--- config.mk ---
export PLATFORM = sky130hd
export DESIGN_NAME = dac_clock_datapath_config_regs
export DESIGN_NICKNAME = d
export VERILOG_FILES = /design/src/rtl/dac_cfg_pkg.sv /design/src/rtl/dac_clock_datapath_config_regs.sv /design/src/rtl/cfg_byte_reg.sv
export VERILOG_INCLUDE_DIRS = /design/src /design/src/rtl
export SDC_FILE = /design/constraint.sdc
export NUM_CORES = 1
export LEC_CHECK = 0
export BUFFER_PORTS_ARGS = -buffer_cell sky130_fd_sc_hd__buf_2
export CAP_MARGIN = 20
export CORE_MARGIN = 3
export CORE_UTILIZATION = 49
export CTS_CLUSTER_DIAMETER = 120
export CTS_CLUSTER_SIZE = 12
export DETAILED_ROUTE_END_ITERATION = 6
export GPL_ROUTABILITY_DRIVEN = 0
export MAX_ROUTING_LAYER = met4
export PLACE_DENSITY_LB_ADDON = 0.05
export SLEW_MARGIN = 20
export SYNTH_ARGS = -nofsm -noshare
export SYNTH_HDL_FRONTEND = slang
export SYNTH_SLANG_ARGS = --single-unit
--- constraint.sdc ---
create_clock -name core_clk_i -period 1.4 [get_ports core_clk_i]
set_clock_uncertainty 0.15 [all_clocks]
set_input_delay 0 -clock core_clk_i [delete_from_list [all_inputs] [get_ports core_clk_i]]
set_output_delay 0 -clock core_clk_i [all_outputs]
set_load 0.01 [all_outputs]
--- src/rtl/dac_cfg_map.svh ---
// Offsets, field positions, reset values and masks of the clock/datapath configuration group.
// Assumes a byte-wide configuration port with a 12-bit register address.
//
// What this block does
// Bit 2 inverts the digital clock polarity
// Bit 1 enables duty-cycle correction, resets one
// Bit 0 enables cross control, resets one
// Bit 7 gates DLL clock onto test output
// Two-bit field divides DLL test clock output
// Lane count field bits 7:4, resets eight
// Software changes lanes/mode only during deframer reset; the block does not check this
// Bit 7 routes samples through sinc correction
// Bit 6 enables NCO modulation, resets zero
// Reserved bits read zero; mode resets one
`ifndef DAC_CFG_MAP_SVH
`define DAC_CFG_MAP_SVH

// ----------------------------------------------------------------
// Register offsets
// ----------------------------------------------------------------
`define DIGITAL_CLOCK_CONTROL_ADDR   12'h09D
`define DLL_CLOCK_TEST_OUTPUT_ADDR   12'h0A0
`define LANES_AND_INTERP_ADDR        12'h110
`define DATAPATH_CONFIGURATION_ADDR  12'h111

// ----------------------------------------------------------------
// Field positions
// ----------------------------------------------------------------
`define POLARITY_INVERT_BIT          2
`define DUTY_CORRECTION_BIT          1
`define CROSS_CONTROL_BIT            0
`define TEST_OUTPUT_ENABLE_BIT       7
`define LANE_COUNT_MSB               7
`define LANE_COUNT_LSB               4
`define RATIO_SELECT_MSB             3
`define RATIO_SELECT_LSB             0
`define SINC_CORRECTION_BIT          7
`define MODULATION_ENABLE_BIT        6

// ----------------------------------------------------------------
// Writable-bit masks and reset values
// ----------------------------------------------------------------
`define DIGITAL_CLOCK_CONTROL_MASK   8'h07
`define DLL_CLOCK_TEST_OUTPUT_MASK   8'h83
`define LANES_AND_INTERP_MASK        8'hFF
`define DATAPATH_CONFIGURATION_MASK  8'hC0
`define DIGITAL_CLOCK_CONTROL_RST    8'h03
`define DLL_CLOCK_TEST_OUTPUT_RST    8'h00
`define LANES_AND_INTERP_RST         8'h81
`define DATAPATH_CONFIGURATION_RST   8'h00

`endif

--- src/rtl/dac_cfg_pkg.sv ---
// Types shared by the configuration group.
// Assumes dac_cfg_map.svh supplies the numbers.
package dac_cfg_pkg;
    // Index of one register in the group
    typedef enum logic [1:0] {
        REG_DIGITAL_CLOCK  = 2'b00,
        REG_DLL_TEST       = 2'b01,
        REG_LANES_INTERP   = 2'b10,
        REG_DATAPATH       = 2'b11
    } reg_index_t;
endpackage : dac_cfg_pkg

--- src/rtl/dac_clock_datapath_config_regs.sv ---
// Clock, link and datapath configuration register group of the converter.
// Assumes a byte-wide configuration port: address, write strobe, read strobe;
// read data is registered and valid the cycle after the read strobe.
`timescale 1ns/1ps
`include "dac_cfg_map.svh"
module dac_clock_datapath_config_regs
    import dac_cfg_pkg::*;
#(
    parameter int ADDR_W = 12                   // Configuration address width
) (
    input  wire logic              core_clk_i,  // Configuration clock, 40 MHz
    input  wire logic              rst_i,       // Synchronous reset, active high
    input  wire logic [ADDR_W-1:0] cfg_addr_i,  // Register address
    input  wire logic              cfg_wr_i,    // Write strobe
    input  wire logic              cfg_rd_i,    // Read strobe
    input  wire logic [7:0]        cfg_wdata_i, // Write data
    output logic      [7:0]        cfg_rdata_o, // Read data, registered
    output logic                   cfg_rvalid_o,// Read data valid pulse
    output logic                   digital_clock_polarity_invert_o,
    output logic                   duty_correction_enable_o,
    output logic                   cross_control_enable_o,
    output logic                   dll_test_output_enable_o,
    output logic      [1:0]        dll_test_divide_o,
    output logic      [3:0]        link_lane_count_o,
    output logic      [3:0]        interpolation_ratio_select_o,
    output logic                   sinc_correction_enable_o,
    output logic                   modulation_enable_o
);
    // --------------------------------------------------------
    // Elaboration checks
    // --------------------------------------------------------
    if (ADDR_W != 12) begin : g_bad_addr
        $error("ADDR_W must be 12 to hold the register offsets");
    end

    // --------------------------------------------------------
    // Address decode
    // --------------------------------------------------------
    logic       hit_any;                        // Address maps to a register
    reg_index_t hit_idx;                        // Which register is addressed
    logic [3:0] wr_sel;                         // One-hot write strobes

    // Decode the address to one register index
    always_comb begin
        hit_any = 1'b1;
        hit_idx = REG_DIGITAL_CLOCK;
        unique case (cfg_addr_i)
            `DIGITAL_CLOCK_CONTROL_ADDR:  hit_idx = REG_DIGITAL_CLOCK;
            `DLL_CLOCK_TEST_OUTPUT_ADDR:  hit_idx = REG_DLL_TEST;
            `LANES_AND_INTERP_ADDR:       hit_idx = REG_LANES_INTERP;
            `DATAPATH_CONFIGURATION_ADDR: hit_idx = REG_DATAPATH;
            default:                      hit_any = 1'b0; // Unmapped: ignored
        endcase
        wr_sel = '0;
        if (cfg_wr_i && hit_any) begin
            wr_sel[hit_idx] = 1'b1;
        end
    end

    // --------------------------------------------------------
    // Storage
    // --------------------------------------------------------
    logic [7:0] clk_ctl;                        // Digital clock control
    logic [7:0] test_out;                       // DLL clock test output
    logic [7:0] lanes_interp;                   // Lanes and interpolation
    logic [7:0] datapath;                       // Datapath configuration

    // Polarity, duty correction, cross control; reset 0/1/1
    cfg_byte_reg #(
        .WRITE_MASK (`DIGITAL_CLOCK_CONTROL_MASK),
        .RESET_VAL  (`DIGITAL_CLOCK_CONTROL_RST)
    ) u_clk_ctl (
        .core_clk_i (core_clk_i),
        .rst_i      (rst_i),
        .wr_en_i    (wr_sel[REG_DIGITAL_CLOCK]),
        .wr_data_i  (cfg_wdata_i),
        .value_o    (clk_ctl)
    );

    // Test output enable and divider, both reset zero
    cfg_byte_reg #(
        .WRITE_MASK (`DLL_CLOCK_TEST_OUTPUT_MASK),
        .RESET_VAL  (`DLL_CLOCK_TEST_OUTPUT_RST)
    ) u_test_out (
        .core_clk_i (core_clk_i),
        .rst_i      (rst_i),
        .wr_en_i    (wr_sel[REG_DLL_TEST]),
        .wr_data_i  (cfg_wdata_i),
        .value_o    (test_out)
    );

    // Lane count resets to eight, ratio select to one. Software is expected
    // to write this only while the deframer sits in soft reset; the register
    // itself does not police that, since that reset lives elsewhere.
    cfg_byte_reg #(
        .WRITE_MASK (`LANES_AND_INTERP_MASK),
        .RESET_VAL  (`LANES_AND_INTERP_RST)
    ) u_lanes (
        .core_clk_i (core_clk_i),
        .rst_i      (rst_i),
        .wr_en_i    (wr_sel[REG_LANES_INTERP]),
        .wr_data_i  (cfg_wdata_i),
        .value_o    (lanes_interp)
    );

    // Sinc correction and modulation enables; other bits belong elsewhere
    cfg_byte_reg #(
        .WRITE_MASK (`DATAPATH_CONFIGURATION_MASK),
        .RESET_VAL  (`DATAPATH_CONFIGURATION_RST)
    ) u_datapath (
        .core_clk_i (core_clk_i),
        .rst_i      (rst_i),
        .wr_en_i    (wr_sel[REG_DATAPATH]),
        .wr_data_i  (cfg_wdata_i),
        .value_o    (datapath)
    );

    // --------------------------------------------------------
    // Read path and control outputs
    // --------------------------------------------------------
    logic [7:0] rdata_ff;                       // Registered read data
    logic [7:0] nxt_rdata;
    logic       rvalid_ff;                      // Read answer pulse
    logic       nxt_rvalid;
    logic [15:0] ctl_ff;                        // Registered control outputs
    logic [15:0] nxt_ctl;

    // Read mux; unmapped addresses answer zero so software sees no junk
    always_comb begin
        nxt_rdata  = 8'h00;
        nxt_rvalid = cfg_rd_i;
        if (cfg_rd_i && hit_any) begin
            unique case (hit_idx)
                REG_DIGITAL_CLOCK: nxt_rdata = clk_ctl;
                REG_DLL_TEST:      nxt_rdata = test_out;
                REG_LANES_INTERP:  nxt_rdata = lanes_interp;
                REG_DATAPATH:      nxt_rdata = datapath;
            endcase
        end
        // Outputs come from flops, so they lag the stored value by one edge
        nxt_ctl = {clk_ctl[`POLARITY_INVERT_BIT],
                   clk_ctl[`DUTY_CORRECTION_BIT],
                   clk_ctl[`CROSS_CONTROL_BIT],
                   test_out[`TEST_OUTPUT_ENABLE_BIT],
                   test_out[1:0],
                   lanes_interp[`LANE_COUNT_MSB:`LANE_COUNT_LSB],
                   lanes_interp[`RATIO_SELECT_MSB:`RATIO_SELECT_LSB],
                   datapath[`SINC_CORRECTION_BIT],
                   datapath[`MODULATION_ENABLE_BIT]};
    end

    // Register stage; reset values match the stored registers' reset
    always_ff @(posedge core_clk_i) begin
        if (rst_i) begin
            rdata_ff  <= 8'h00;
            rvalid_ff <= 1'b0;
            // Pol 0, duty 1, cross 1, test 0/0, lanes 8, ratio 1, sinc 0, mod 0
            ctl_ff    <= 16'h6204;
        end else begin
            rdata_ff  <= nxt_rdata;
            rvalid_ff <= nxt_rvalid;
            ctl_ff    <= nxt_ctl;
        end
    end

    assign cfg_rdata_o                     = rdata_ff;
    assign cfg_rvalid_o                    = rvalid_ff;
    assign digital_clock_polarity_invert_o = ctl_ff[15];
    assign duty_correction_enable_o        = ctl_ff[14];
    assign cross_control_enable_o          = ctl_ff[13];
    assign dll_test_output_enable_o        = ctl_ff[12];
    assign dll_test_divide_o               = ctl_ff[11:10];
    assign link_lane_count_o               = ctl_ff[9:6];
    assign interpolation_ratio_select_o    = ctl_ff[5:2];
    assign sinc_correction_enable_o        = ctl_ff[1];
    assign modulation_enable_o             = ctl_ff[0];
endmodule : dac_clock_datapath_config_regs

--- src/rtl/cfg_byte_reg.sv ---
// One byte-wide configuration register with a writable-bit mask.
// Assumes a single write strobe already decoded for this register.
`timescale 1ns/1ps
module cfg_byte_reg #(
    parameter logic [7:0] WRITE_MASK = 8'hFF,   // Bits that software may change
    parameter logic [7:0] RESET_VAL  = 8'h00    // Value after reset
) (
    input  wire logic       core_clk_i,         // Configuration clock
    input  wire logic       rst_i,              // Synchronous reset, active high
    input  wire logic       wr_en_i,            // Write strobe for this register
    input  wire logic [7:0] wr_data_i,          // Write data
    output logic      [7:0] value_o             // Stored value, reserved bits zero
);
    logic [7:0] value_ff;                       // Stored contents
    logic [7:0] nxt_value;                      // Next contents

    // --------------------------------------------------------
    // Next value: masked write, reserved bits forced to zero
    // --------------------------------------------------------
    always_comb begin
        nxt_value = value_ff;
        if (wr_en_i) begin
            nxt_value = wr_data_i & WRITE_MASK;
        end
    end

    // Register stage
    always_ff @(posedge core_clk_i) begin
        if (rst_i) begin
            value_ff <= RESET_VAL & WRITE_MASK;
        end else begin
            value_ff <= nxt_value;
        end
    end

    assign value_o = value_ff;
endmodule : cfg_byte_reg

==> impl_metrics.json, run 1 <==
{
  "status": "finished, violations left",
  "violations": "hold timing",
  "drv_slew": 0,
  "crit_path_end_kind": "flip-flop",
  "clock.fmax_mhz": 759,
  "antenna_cells": 0,
  "yosysMostFrequentCell": "dfxtp_1",
  "worstPathCellList": "dlygate4sd3_1, buf_2, buf_4, nand4_1, or3_1, a21oi_1",
  "clk_path_buf_depth": 2,
  "setup_viol": 0,
  "hold_viol": 2,
  "drc": 0,
  "synthAdderAreaFrac_pct": 0,
  "cp.arrival_ns": 1.45,
  "clk_pin_slew_ns": 0.11,
  "wl_per_cell_um": 12.9,
  "fin_crit_ns": 1.32,
  "netSwitchingPower_mw": 0.438,
  "die_area_um2": 3830,
  "synth_area_leaders": "dfxtp_1, nor2b_1, mux2i_1",
  "holdBufCountCts": 11,
  "ys_types": 31,
  "nets": 242,
  "synth_edf_count": 0,
  "power_leakage_nw": 0.930,
  "dp_slack_ns": -0.0928,
  "cts_setup_buffers": 0,
  "combPwrFrac_pct": 7.7,
  "hpwl_mm": 2.46,
  "path_class": "input port to flip-flop",
  "hold_path_class": "input port to flip-flop",
  "viasPerCell": 5.13,
  "cp-start-kind": "input port",
  "synth-async-reset-ratio_pct": 0,
  "slew_headroom_pct": 74.5,
  "muxShareOfSynthArea_pct": 3.92,
  "yosysWarningCount": 0,
  "cts.sinks": 41,
  "synthSimpleGateAreaFrac_pct": 27.0,
  "grt_pass1_vias": 1260,
  "grtUsageTotal_pct": 20.0,
  "tns_ns": 0,
  "die_h_um": 61.9,
  "swShare_pct": 22.9,
  "overflow": 0,
  "vias": 1333,
  "synth.yosys.seq_area_share_pct": 53.6,
  "synth.largest_area_cell": "dfxtp_1",
  "syn-cell-area_um2": 1530,
  "antenna_found_initial": 0,
  "portBuffers": 48,
  "drive_gt1_share_pct": 35.3,
  "rsz0062_at_grt": "false",
  "intPower_mw": 1.47,
  "rows": 19,
  "period_share_pct": 94.2,
  "synth_seq_cells": 41,
  "root_buffer": "clkbuf_4",
  "drtAntennaViolNets": 0,
  "synth_top_family_by_area": "simple AND/OR/NAND/NOR gates",
  "path_max_fanout": 11,
  "ios": 49,
  "yosysTopAreaCellShare_pct": 53.6,
  "core_area_um2": 2880,
  "synth_common_cells": "dfxtp_1, nor2b_1, nor2_1",
  "drt_iter0_markers": 41,
  "start_util_pct": 53.2,
  "worstSkewPairLatency_ns": 0.35,
  "synth_xor_area_share_pct": 0,
  "maxCapViolations": 0,
  "crit_slowest_cell": "dlygate4sd3_1",
  "seq_power_share_pct": 61.1,
  "power.clock.fraction_pct": 31.3,
  "path_buf_inv": 3,
  "slowest_delay_ns": 0.52,
  "ys.flop_type": "dfxtp_1",
  "worst_slack_ns": 0.0817,
  "htreeDepth": 2,
  "avgSynthCellArea_um2": 10.3,
  "grt_start_max_net_pins": 33,
  "worst_slew_pin_slew_ns": 0.379,
  "crit_family": "buffers and inverters",
  "syn_nets": 173,
  "cellPowerDensity_nw_per_um2": 939,
  "ir_worst_vdd_v": 0.000751,
  "synthToLayoutAreaGrowth_pct": 33.1,
  "die_w_um": 61.9,
  "holdWs_ns": -0.109,
  "cts_made_buffers": 5,
  "required_ns": 1.53,
  "cts_tree": "done",
  "drt_wl_total_mm": 3.34,
  "postSynthCellCount": 149,
  "synth_compound_gate_area_share_pct": 12.6,
  "grt_pass1_wl_mm": 5.39,
  "first_pass_iters": 4
}
-- worst paths after layout --
| path | from | to | slack (ns) | cells past startpoint |
|---|---|---|---|---|
| max | cfg_wr_i | u_datapath.value_o[7]$_SDFFE_PP0P_ | 0.08 | 6 |
| min | cfg_addr_i[10] | u_lanes.value_o[0]$_SDFFE_PP1P_ | -0.11 | 4 |
| max reg2reg | u_lanes.value_o[7]$_SDFFE_PP1P_ | cfg_rdata_o[7]$_SDFF_PP0_ | 0.41 | 4 |
| min reg2reg | u_datapath.value_o[6]$_SDFFE_PP0P_ | cfg_rdata_o[6]$_SDFF_PP0_ | 0.32 | 2 |
-- cells by family after synthesis --
logic type	Yosys count
compound gates	28
buf+inv	10
flops	41
mux	6
simple gates	64
-- worst register-to-register path, cell delays in order (launching register included) --
cell	delay, ns
dfxtp_1	0.40
nor2_1	0.06
nor2_1	0.08
o221ai_1	0.11
nor2_1	0.12
-- cell usage in the layout (no fill, tap or decap), drive strengths merged --
cell	netlist	routed
a211o	4	4
a211oi	4	4
a21bo	1	1
a21boi	1	1
a21oi	8	8
a41o	1	1
a41oi	1	1
and2	3	3
and3	5	5
and4	2	2
buf	3	58
clkbuf	4	6
clkinvlp	0	1
dfxtp	41	41
dlygate4sd3	0	11
inv	3	3
mux2i	6	6
nand2	7	7
nand3	5	5
nand4	4	4
nor2	12	12
nor2b	15	15
nor3	1	1
nor3b	1	1
nor4	1	1
nor4b	3	3
o21ai	7	7
o221ai	1	1
or2	4	4
or3	1	1
-- layer usage --
layer / vias to the layer above / global-route usage (%) / routed length, um
met4: 0 / 9.39 / 64
met2: 48 / 31.8 / 1610
met5: - / - / 0
met1: 610 / 22.8 / 1470
met3: 7 / 6.40 / 201
li1: 668 / - / -
-- sequential cells by signal, indices dropped and copies added, names as in the netlist --
name and flops:
cfg_rvalid_o 1, cfg_rdata_o 8, ctl_ff 16, u_test_out.value_o 3, u_clk_ctl.value_o 3, u_lanes.value_o 8
u_datapath.value_o 2
-- timing repair --
| action | CTS | global route |
|---|---|---|
| endpoints found under the setup margin | 0 | 2 |
| resized for setup | 0 | 1 |
| endpoints found under the hold margin | 33 | 2 |
-- power groups by stage --
stage	Clock [mW]	Sequential [mW]	Combinational (mW)
6_report	0.598	1.17	0.146
5_1_grt	0.666	1.17	0.159
4_1_cts	0.614	1.17	0.145
3_3_place_gp	0	1.19	0.117
3_5_place_dp	0	1.19	0.121
2_1_floorplan	0	1.20	0.0461
-- through the flow --
stage	hold slack, ns	utilization (%)	area, um^2	power (mW)	std cells
after detailed placement	0.0922	64.9	1870	1.32	242
after global routing	-0.0789	70.8	2040	1.99	260
final	-0.109	70.8	2040	1.91	260
after global placement	0.0800	64.9	1870	1.31	242
after floorplan	-0.0784	-	1530	1.24	149
after CTS	-0.111	70.7	2030	1.93	260
-- area by class of cell --
type / instances / area, um^2
well taps: 42 / 52.6
clock buffers: 6 / 51.3
clock inverters: 1 / 7.51
inverters: 3 / 11.3
repair buffers: 69 / 425
flip-flops and latches: 41 / 821
multi-input cells: 98 / 668
fillers: 232 / 840
Power figures use the tool's default switching activity.
==> run 2, diff against run 1 <==
- CELL_PAD_IN_SITES_DETAIL_PLACEMENT: unset -> 1
- CELL_PAD_IN_SITES_GLOBAL_PLACEMENT: unset -> 2
- CORE_ASPECT_RATIO: unset -> 0.7
- CORE_UTILIZATION: 49 -> 30
- CTS_CLUSTER_SIZE: 12 -> unset
==> run 2 against run 1 <==
  * The run still ends with hold timing left
  * Register-to-register slack hardly changed
  * Total power is 13% higher
  * Sequential power is essentially flat
  * Non-clock buffer count rose by 2
  * Core utilization down 27 points
  * Cell area rose by 4.9%
  * Critical path depth is the same
  * Die area rose by 57%
  * Maximum frequency increased by 4.1%
  * Global-route usage fell by 4.9 points
  * Clock-buffer cell count grew 1
  * Largest cell class unchanged
==> impl_metrics.json, run 2 (synthesized netlist as in run 1, its figures left out) <==
{
  "required_ns": 1.43,
  "final-instance-count-excl-fill": 290,
  "cts.sinks": 41,
  "cp-start-kind": "input port",
  "clk_pin_slew_ns": 0.08,
  "path_max_fanout": 7,
  "fin_crit_ns": 1.27,
  "hold_viol": 2,
  "rr_worst_depth": 4,
  "rsz0062_at_grt": "false",
  "power_leakage_nw": 0.967,
  "holdWs_ns": -0.0264,
  "holdBufCountCts": 10,
  "cp.arrival_ns": 1.30,
  "largest_reg_flops": 16,
  "wl_per_cell_um": 14.0,
  "r2r_setup_slack_ns": 0.42,
  "overflow": 0,
  "path_class": "input port to flip-flop",
  "start_util_pct": 31.5,
  "dp.cells": 272,
  "viasPerCell": 4.61,
  "tns_ns": 0,
  "ir_worst_vdd_v": 0.000467,
  "maxCapViolations": 0,
  "nets": 244,
  "hpwl_mm": 3.08,
  "worstSkewPairLatency_ns": 0.29,
  "design_area_um2": 2140,
  "grt_pass1_vias": 1336,
  "fin_util_pct": 43.9,
  "status": "finished, violations left",
  "cts_made_buffers": 5,
  "die_area_um2": 6010,
  "period_share_pct": 90.4,
  "layout_commonest_cell": "buf_2",
  "dpl-instance-area_um2": 1930,
  "cts_tree": "done",
  "layout_common_cells": "buf_2, dfxtp_1, nor2b_1",
  "violations": "hold timing",
  "total_power_mw": 2.17,
  "grt_start_max_net_pins": 33,
  "grt_pass1_wl_mm": 6.78,
  "hold_depth": 4,
  "drv_slew": 0,
  "portBuffers": 48,
  "drc": 0,
  "grtUsageTotal_pct": 15.1,
  "largest-register": "ctl_ff",
  "first_pass_iters": 3,
  "vias": 1337,
  "htreeDepth": 2,
  "die_w_um": 91.4,
  "synthToLayoutAreaGrowth_pct": 39.6,
  "clock.fmax_mhz": 790,
  "core_area_um2": 4860,
  "cts_setup_buffers": 0,
  "die_h_um": 65.8,
  "antenna_cells": 0,
  "antenna_found_initial": 0,
  "setup_viol": 0,
  "crit_path_end_kind": "flip-flop",
  "root_buffer": "clkbuf_8",
  "clk_path_buf_depth": 2,
  "drt_wl_total_mm": 4.05,
  "worstHoldStart": "cfg_addr_i[10]",
  "cellPowerDensity_nw_per_um2": 1010,
  "drt_iter0_markers": 41,
  "regToRegStartpoint": "u_test_out.value_o[7]$_SDFFE_PP0P_",
  "drtAntennaViolNets": 0,
  "worst_slew_pin_slew_ns": 0.339,
  "drive_gt1_share_pct": 36.2,
  "slew_headroom_pct": 77.2,
  "rr_endpoint": "cfg_rdata_o[7]$_SDFF_PP0_",
  "rows": 21,
  "hold_path_class": "input port to flip-flop",
  "ios": 49,
  "hold-path-endpoint": "u_lanes.value_o[0]$_SDFFE_PP1P_"
}
## run 2: how the worst max path moves through the flow
stage	from	endpoint	slack (ns)	cells after the start
6_report	cfg_rd_i	cfg_rdata_o[5]$_SDFF_PP0_	0.13	6
5_1_grt	cfg_rd_i	cfg_rdata_o[5]$_SDFF_PP0_	0.08	6
4_1_cts	cfg_rd_i	cfg_rdata_o[5]$_SDFF_PP0_	0.12	6
3_5_place_dp	cfg_addr_i[2]	cfg_rdata_o[0]$_SDFF_PP0_	-0.12	6
3_3_place_gp	cfg_addr_i[2]	cfg_rdata_o[0]$_SDFF_PP0_	-0.09	6
2_1_floorplan	cfg_addr_i[7]	u_lanes.value_o[0]$_SDFFE_PP1P_	0.12	3
## run 2: timing repair
item | in CTS | in global routing
resized for setup | 0 | 0
endpoints found under the hold margin | 19 | 2
endpoints found under the setup margin | 0 | 0
## run 2: final cells by class
| cell class | instances | area, um^2 |
|---|---|---|
| clock buffers | 7 | 96.3 |
| flip-flops and latches | 41 | 821 |
| clock inverters | 1 | 5.00 |
| inverters | 3 | 11.3 |
| well taps | 69 | 86.3 |
| multi-input cells | 98 | 666 |
| repair buffers | 71 | 450 |
| fillers | 596 | 2730 |
## run 2: through the flow
| step | setup slack (ns) | hold WS, ns |
|---|---|---|
| final | 0.134 | -0.0264 |
| after global routing | 0.0754 | -0.00485 |
| after CTS | 0.124 | -0.0298 |
| after detailed placement | -0.122 | 0.106 |
| after global placement | -0.0851 | 0.0909 |
| after floorplan | 0.118 | -0.0784 |
## run 2: worst max-delay path, stage by stage
cell	delay, ns
dlygate4sd3_1	0.53
buf_2	0.11
nor2b_1	0.12
buf_4	0.16
and3_1	0.21
and2_1	0.17
## run 2: metal layers
layer  global-route usage (%)  routed length, um  part of all wire (%)
met5                        -                  0                     0
met4                     6.20                 87                   2.1
met3                     3.89                142                   3.5
met2                     24.5               1940                    48
met1                     18.1               1870                    46
## run 2: report_power, final
part           internal [mW]  switching [mW]
sequential              1.17        0.000485
combinational         0.0764          0.0781
clock                  0.445           0.399
==> run 3, diff against run 2 <==
- BUFFER_PORTS_ARGS: -buffer_cell sky130_fd_sc_hd__buf_2 -> unset
- CORE_UTILIZATION: 30 -> 36
- DONT_BUFFER_PORTS: unset -> 1
- REMOVE_ABC_BUFFERS: unset -> 1
==> run 3 against run 2 <==
  * The flow still finishes with violations (hold timing)
  * Non-clock buffer count decreased by 40
  * Final cell count decreased by 20%
  * Setup slack improved by 0.0041 ns
  * Highest routed layer unchanged
  * Global-route usage increased by 1.8 points
  * Sequential power about the same
  * Via count decreased by 9.6%
  * Total power decreased by 5.4%
  * Core utilization increased by 4.7 points
==> impl_metrics.json, run 3 (synthesized netlist as in run 1, its figures left out) <==
{
  "worstHoldStart": "cfg_wr_i",
  "core_area_um2": 3990,
  "ios": 49,
  "cts_tree": "done",
  "first_pass_iters": 5,
  "htreeDepth": 2,
  "antenna_cells": 0,
  "rr_endpoint": "ctl_ff[11]$_SDFF_PP0_",
  "die_area_um2": 5080,
  "setup_viol": 0,
  "worst_slew_pin_slew_ns": 0.740,
  "design_area_um2": 1940,
  "cts_setup_buffers": 0,
  "viasPerCell": 5.21,
  "die_w_um": 83.9,
  "dpl-instance-area_um2": 1630,
  "tns_ns": 0,
  "layout_common_cells": "dfxtp_1, dlygate4sd3_1, nor2b_1",
  "grt_start_max_net_pins": 21,
  "drc": 0,
  "status": "finished, violations left",
  "rows": 19,
  "cellPowerDensity_nw_per_um2": 1060,
  "hold_depth": 2,
  "antenna_found_initial": 0,
  "hold_path_class": "input port to flip-flop",
  "drv_slew": 0,
  "path_max_fanout": 3,
  "cts_made_buffers": 5,
  "maxCapViolations": 0,
  "start_util_pct": 38.3,
  "hold-path-endpoint": "u_test_out.value_o[7]$_SDFFE_PP0P_",
  "ir_worst_vdd_v": 0.000464,
  "wl_per_cell_um": 16.5,
  "vias": 1208,
  "cts.sinks": 41,
  "grt_pass1_vias": 1201,
  "die_h_um": 60.5,
  "startpoint": "u_test_out.value_o[1]$_SDFFE_PP0P_",
  "cp-start-kind": "flip-flop",
  "clk_pin_slew_ns": 0.08,
  "slew_headroom_pct": 50.5,
  "required_ns": 1.43,
  "ff_latch_area_um2": 821,
  "grt_pass1_wl_mm": 6.29,
  "grtUsageTotal_pct": 16.9,
  "path_class": "flip-flop to flip-flop",
  "rr_worst_depth": 2,
  "clk_path_buf_depth": 2,
  "drive_gt1_share_pct": 15.0,
  "drt_wl_total_mm": 3.84,
  "multi_input_area_um2": 666,
  "crit_path_end_kind": "flip-flop",
  "violations": "hold timing",
  "regToRegStartpoint": "u_test_out.value_o[1]$_SDFFE_PP0P_",
  "portBuffers": 0,
  "cp.arrival_ns": 1.30,
  "worstSkewPairLatency_ns": 0.29,
  "fin_crit_ns": 1.26,
  "cts_resized": 0,
  "synthToLayoutAreaGrowth_pct": 26.8,
  "holdWs_ns": -0.283,
  "layout_commonest_cell": "dfxtp_1",
  "clock.fmax_mhz": 792,
  "largest_reg_flops": 16,
  "nFillCells": 462,
  "overflow": 0,
  "power_leakage_nw": 0.802,
  "period_share_pct": 90.1,
  "drtAntennaViolNets": 0,
  "holdBufCountCts": 22,
  "rsz0062_at_grt": "false",
  "total_power_mw": 2.05,
  "root_buffer": "clkbuf_8",
  "drt_iter0_markers": 34,
  "r2r_setup_slack_ns": 0.14,
  "largest-register": "ctl_ff",
  "hpwl_mm": 2.62,
  "hold_viol": 18,
  "nets": 204
}
-- run 3: layer usage --
layer | up-vias | routed length (um) | global-route usage, %
li1 | 588 | - | -
met1 | 574 | 1920 | 22.3
met2 | 41 | 1640 | 24.5
met3 | 5 | 234 | 4.48
met4 | 0 | 46 | 7.57
met5 | - | 0 | -
-- run 3: power breakdown --
group / switching [mW] / total (mW) / leakage, nW / internal [mW]
Sequential: 0.00180 / 1.17 / 0.331 / 1.17
Combinational: 0.0406 / 0.0854 / 0.428 / 0.0448
Clock: 0.405 / 0.795 / 0.0433 / 0.390
Total: 0.447 / 2.05 / 0.802 / 1.60
-- run 3: area by class of cell --
cell class / instances / area share [%]
inverter: 3 / 0.580
timing repair buffer: 31 / 14.8
clock buffer: 6 / 4.26
clock inverter: 1 / 0.387
sequential: 41 / 42.3
multi-input combinational: 98 / 34.3
tap: 52 / 3.35
-- run 3: worst max-delay path by stage --
stage	to	slack [ns]
2_1_floorplan	u_lanes.value_o[0]$_SDFFE_PP1P_	0.12
4_1_cts	ctl_ff[12]$_SDFF_PP0_	0.14
3_5_place_dp	cfg_rdata_o[0]$_SDFF_PP0_	-0.01
3_3_place_gp	u_clk_ctl.value_o[0]$_SDFFE_PP1P_	0.06
6_report	ctl_ff[11]$_SDFF_PP0_	0.14
5_1_grt	ctl_ff[12]$_SDFF_PP0_	0.03
-- run 3: per-stage QoR --
stage / cells / util [%] / setup slack, ns
final: 232 / 48.6 / 0.138
after global routing: 232 / 48.6 / 0.0349
after CTS: 232 / 48.6 / 0.136
after detailed placement: 203 / 40.8 / -0.0111
after global placement: 203 / 40.8 / 0.0561
after floorplan: 142 / - / 0.118
-- run 3: worst max-delay path, stage by stage, from the launching register on --
cell and delay, ns:
dfxtp_1 0.33, nor2b_1 0.13, dlygate4sd3_1 0.54
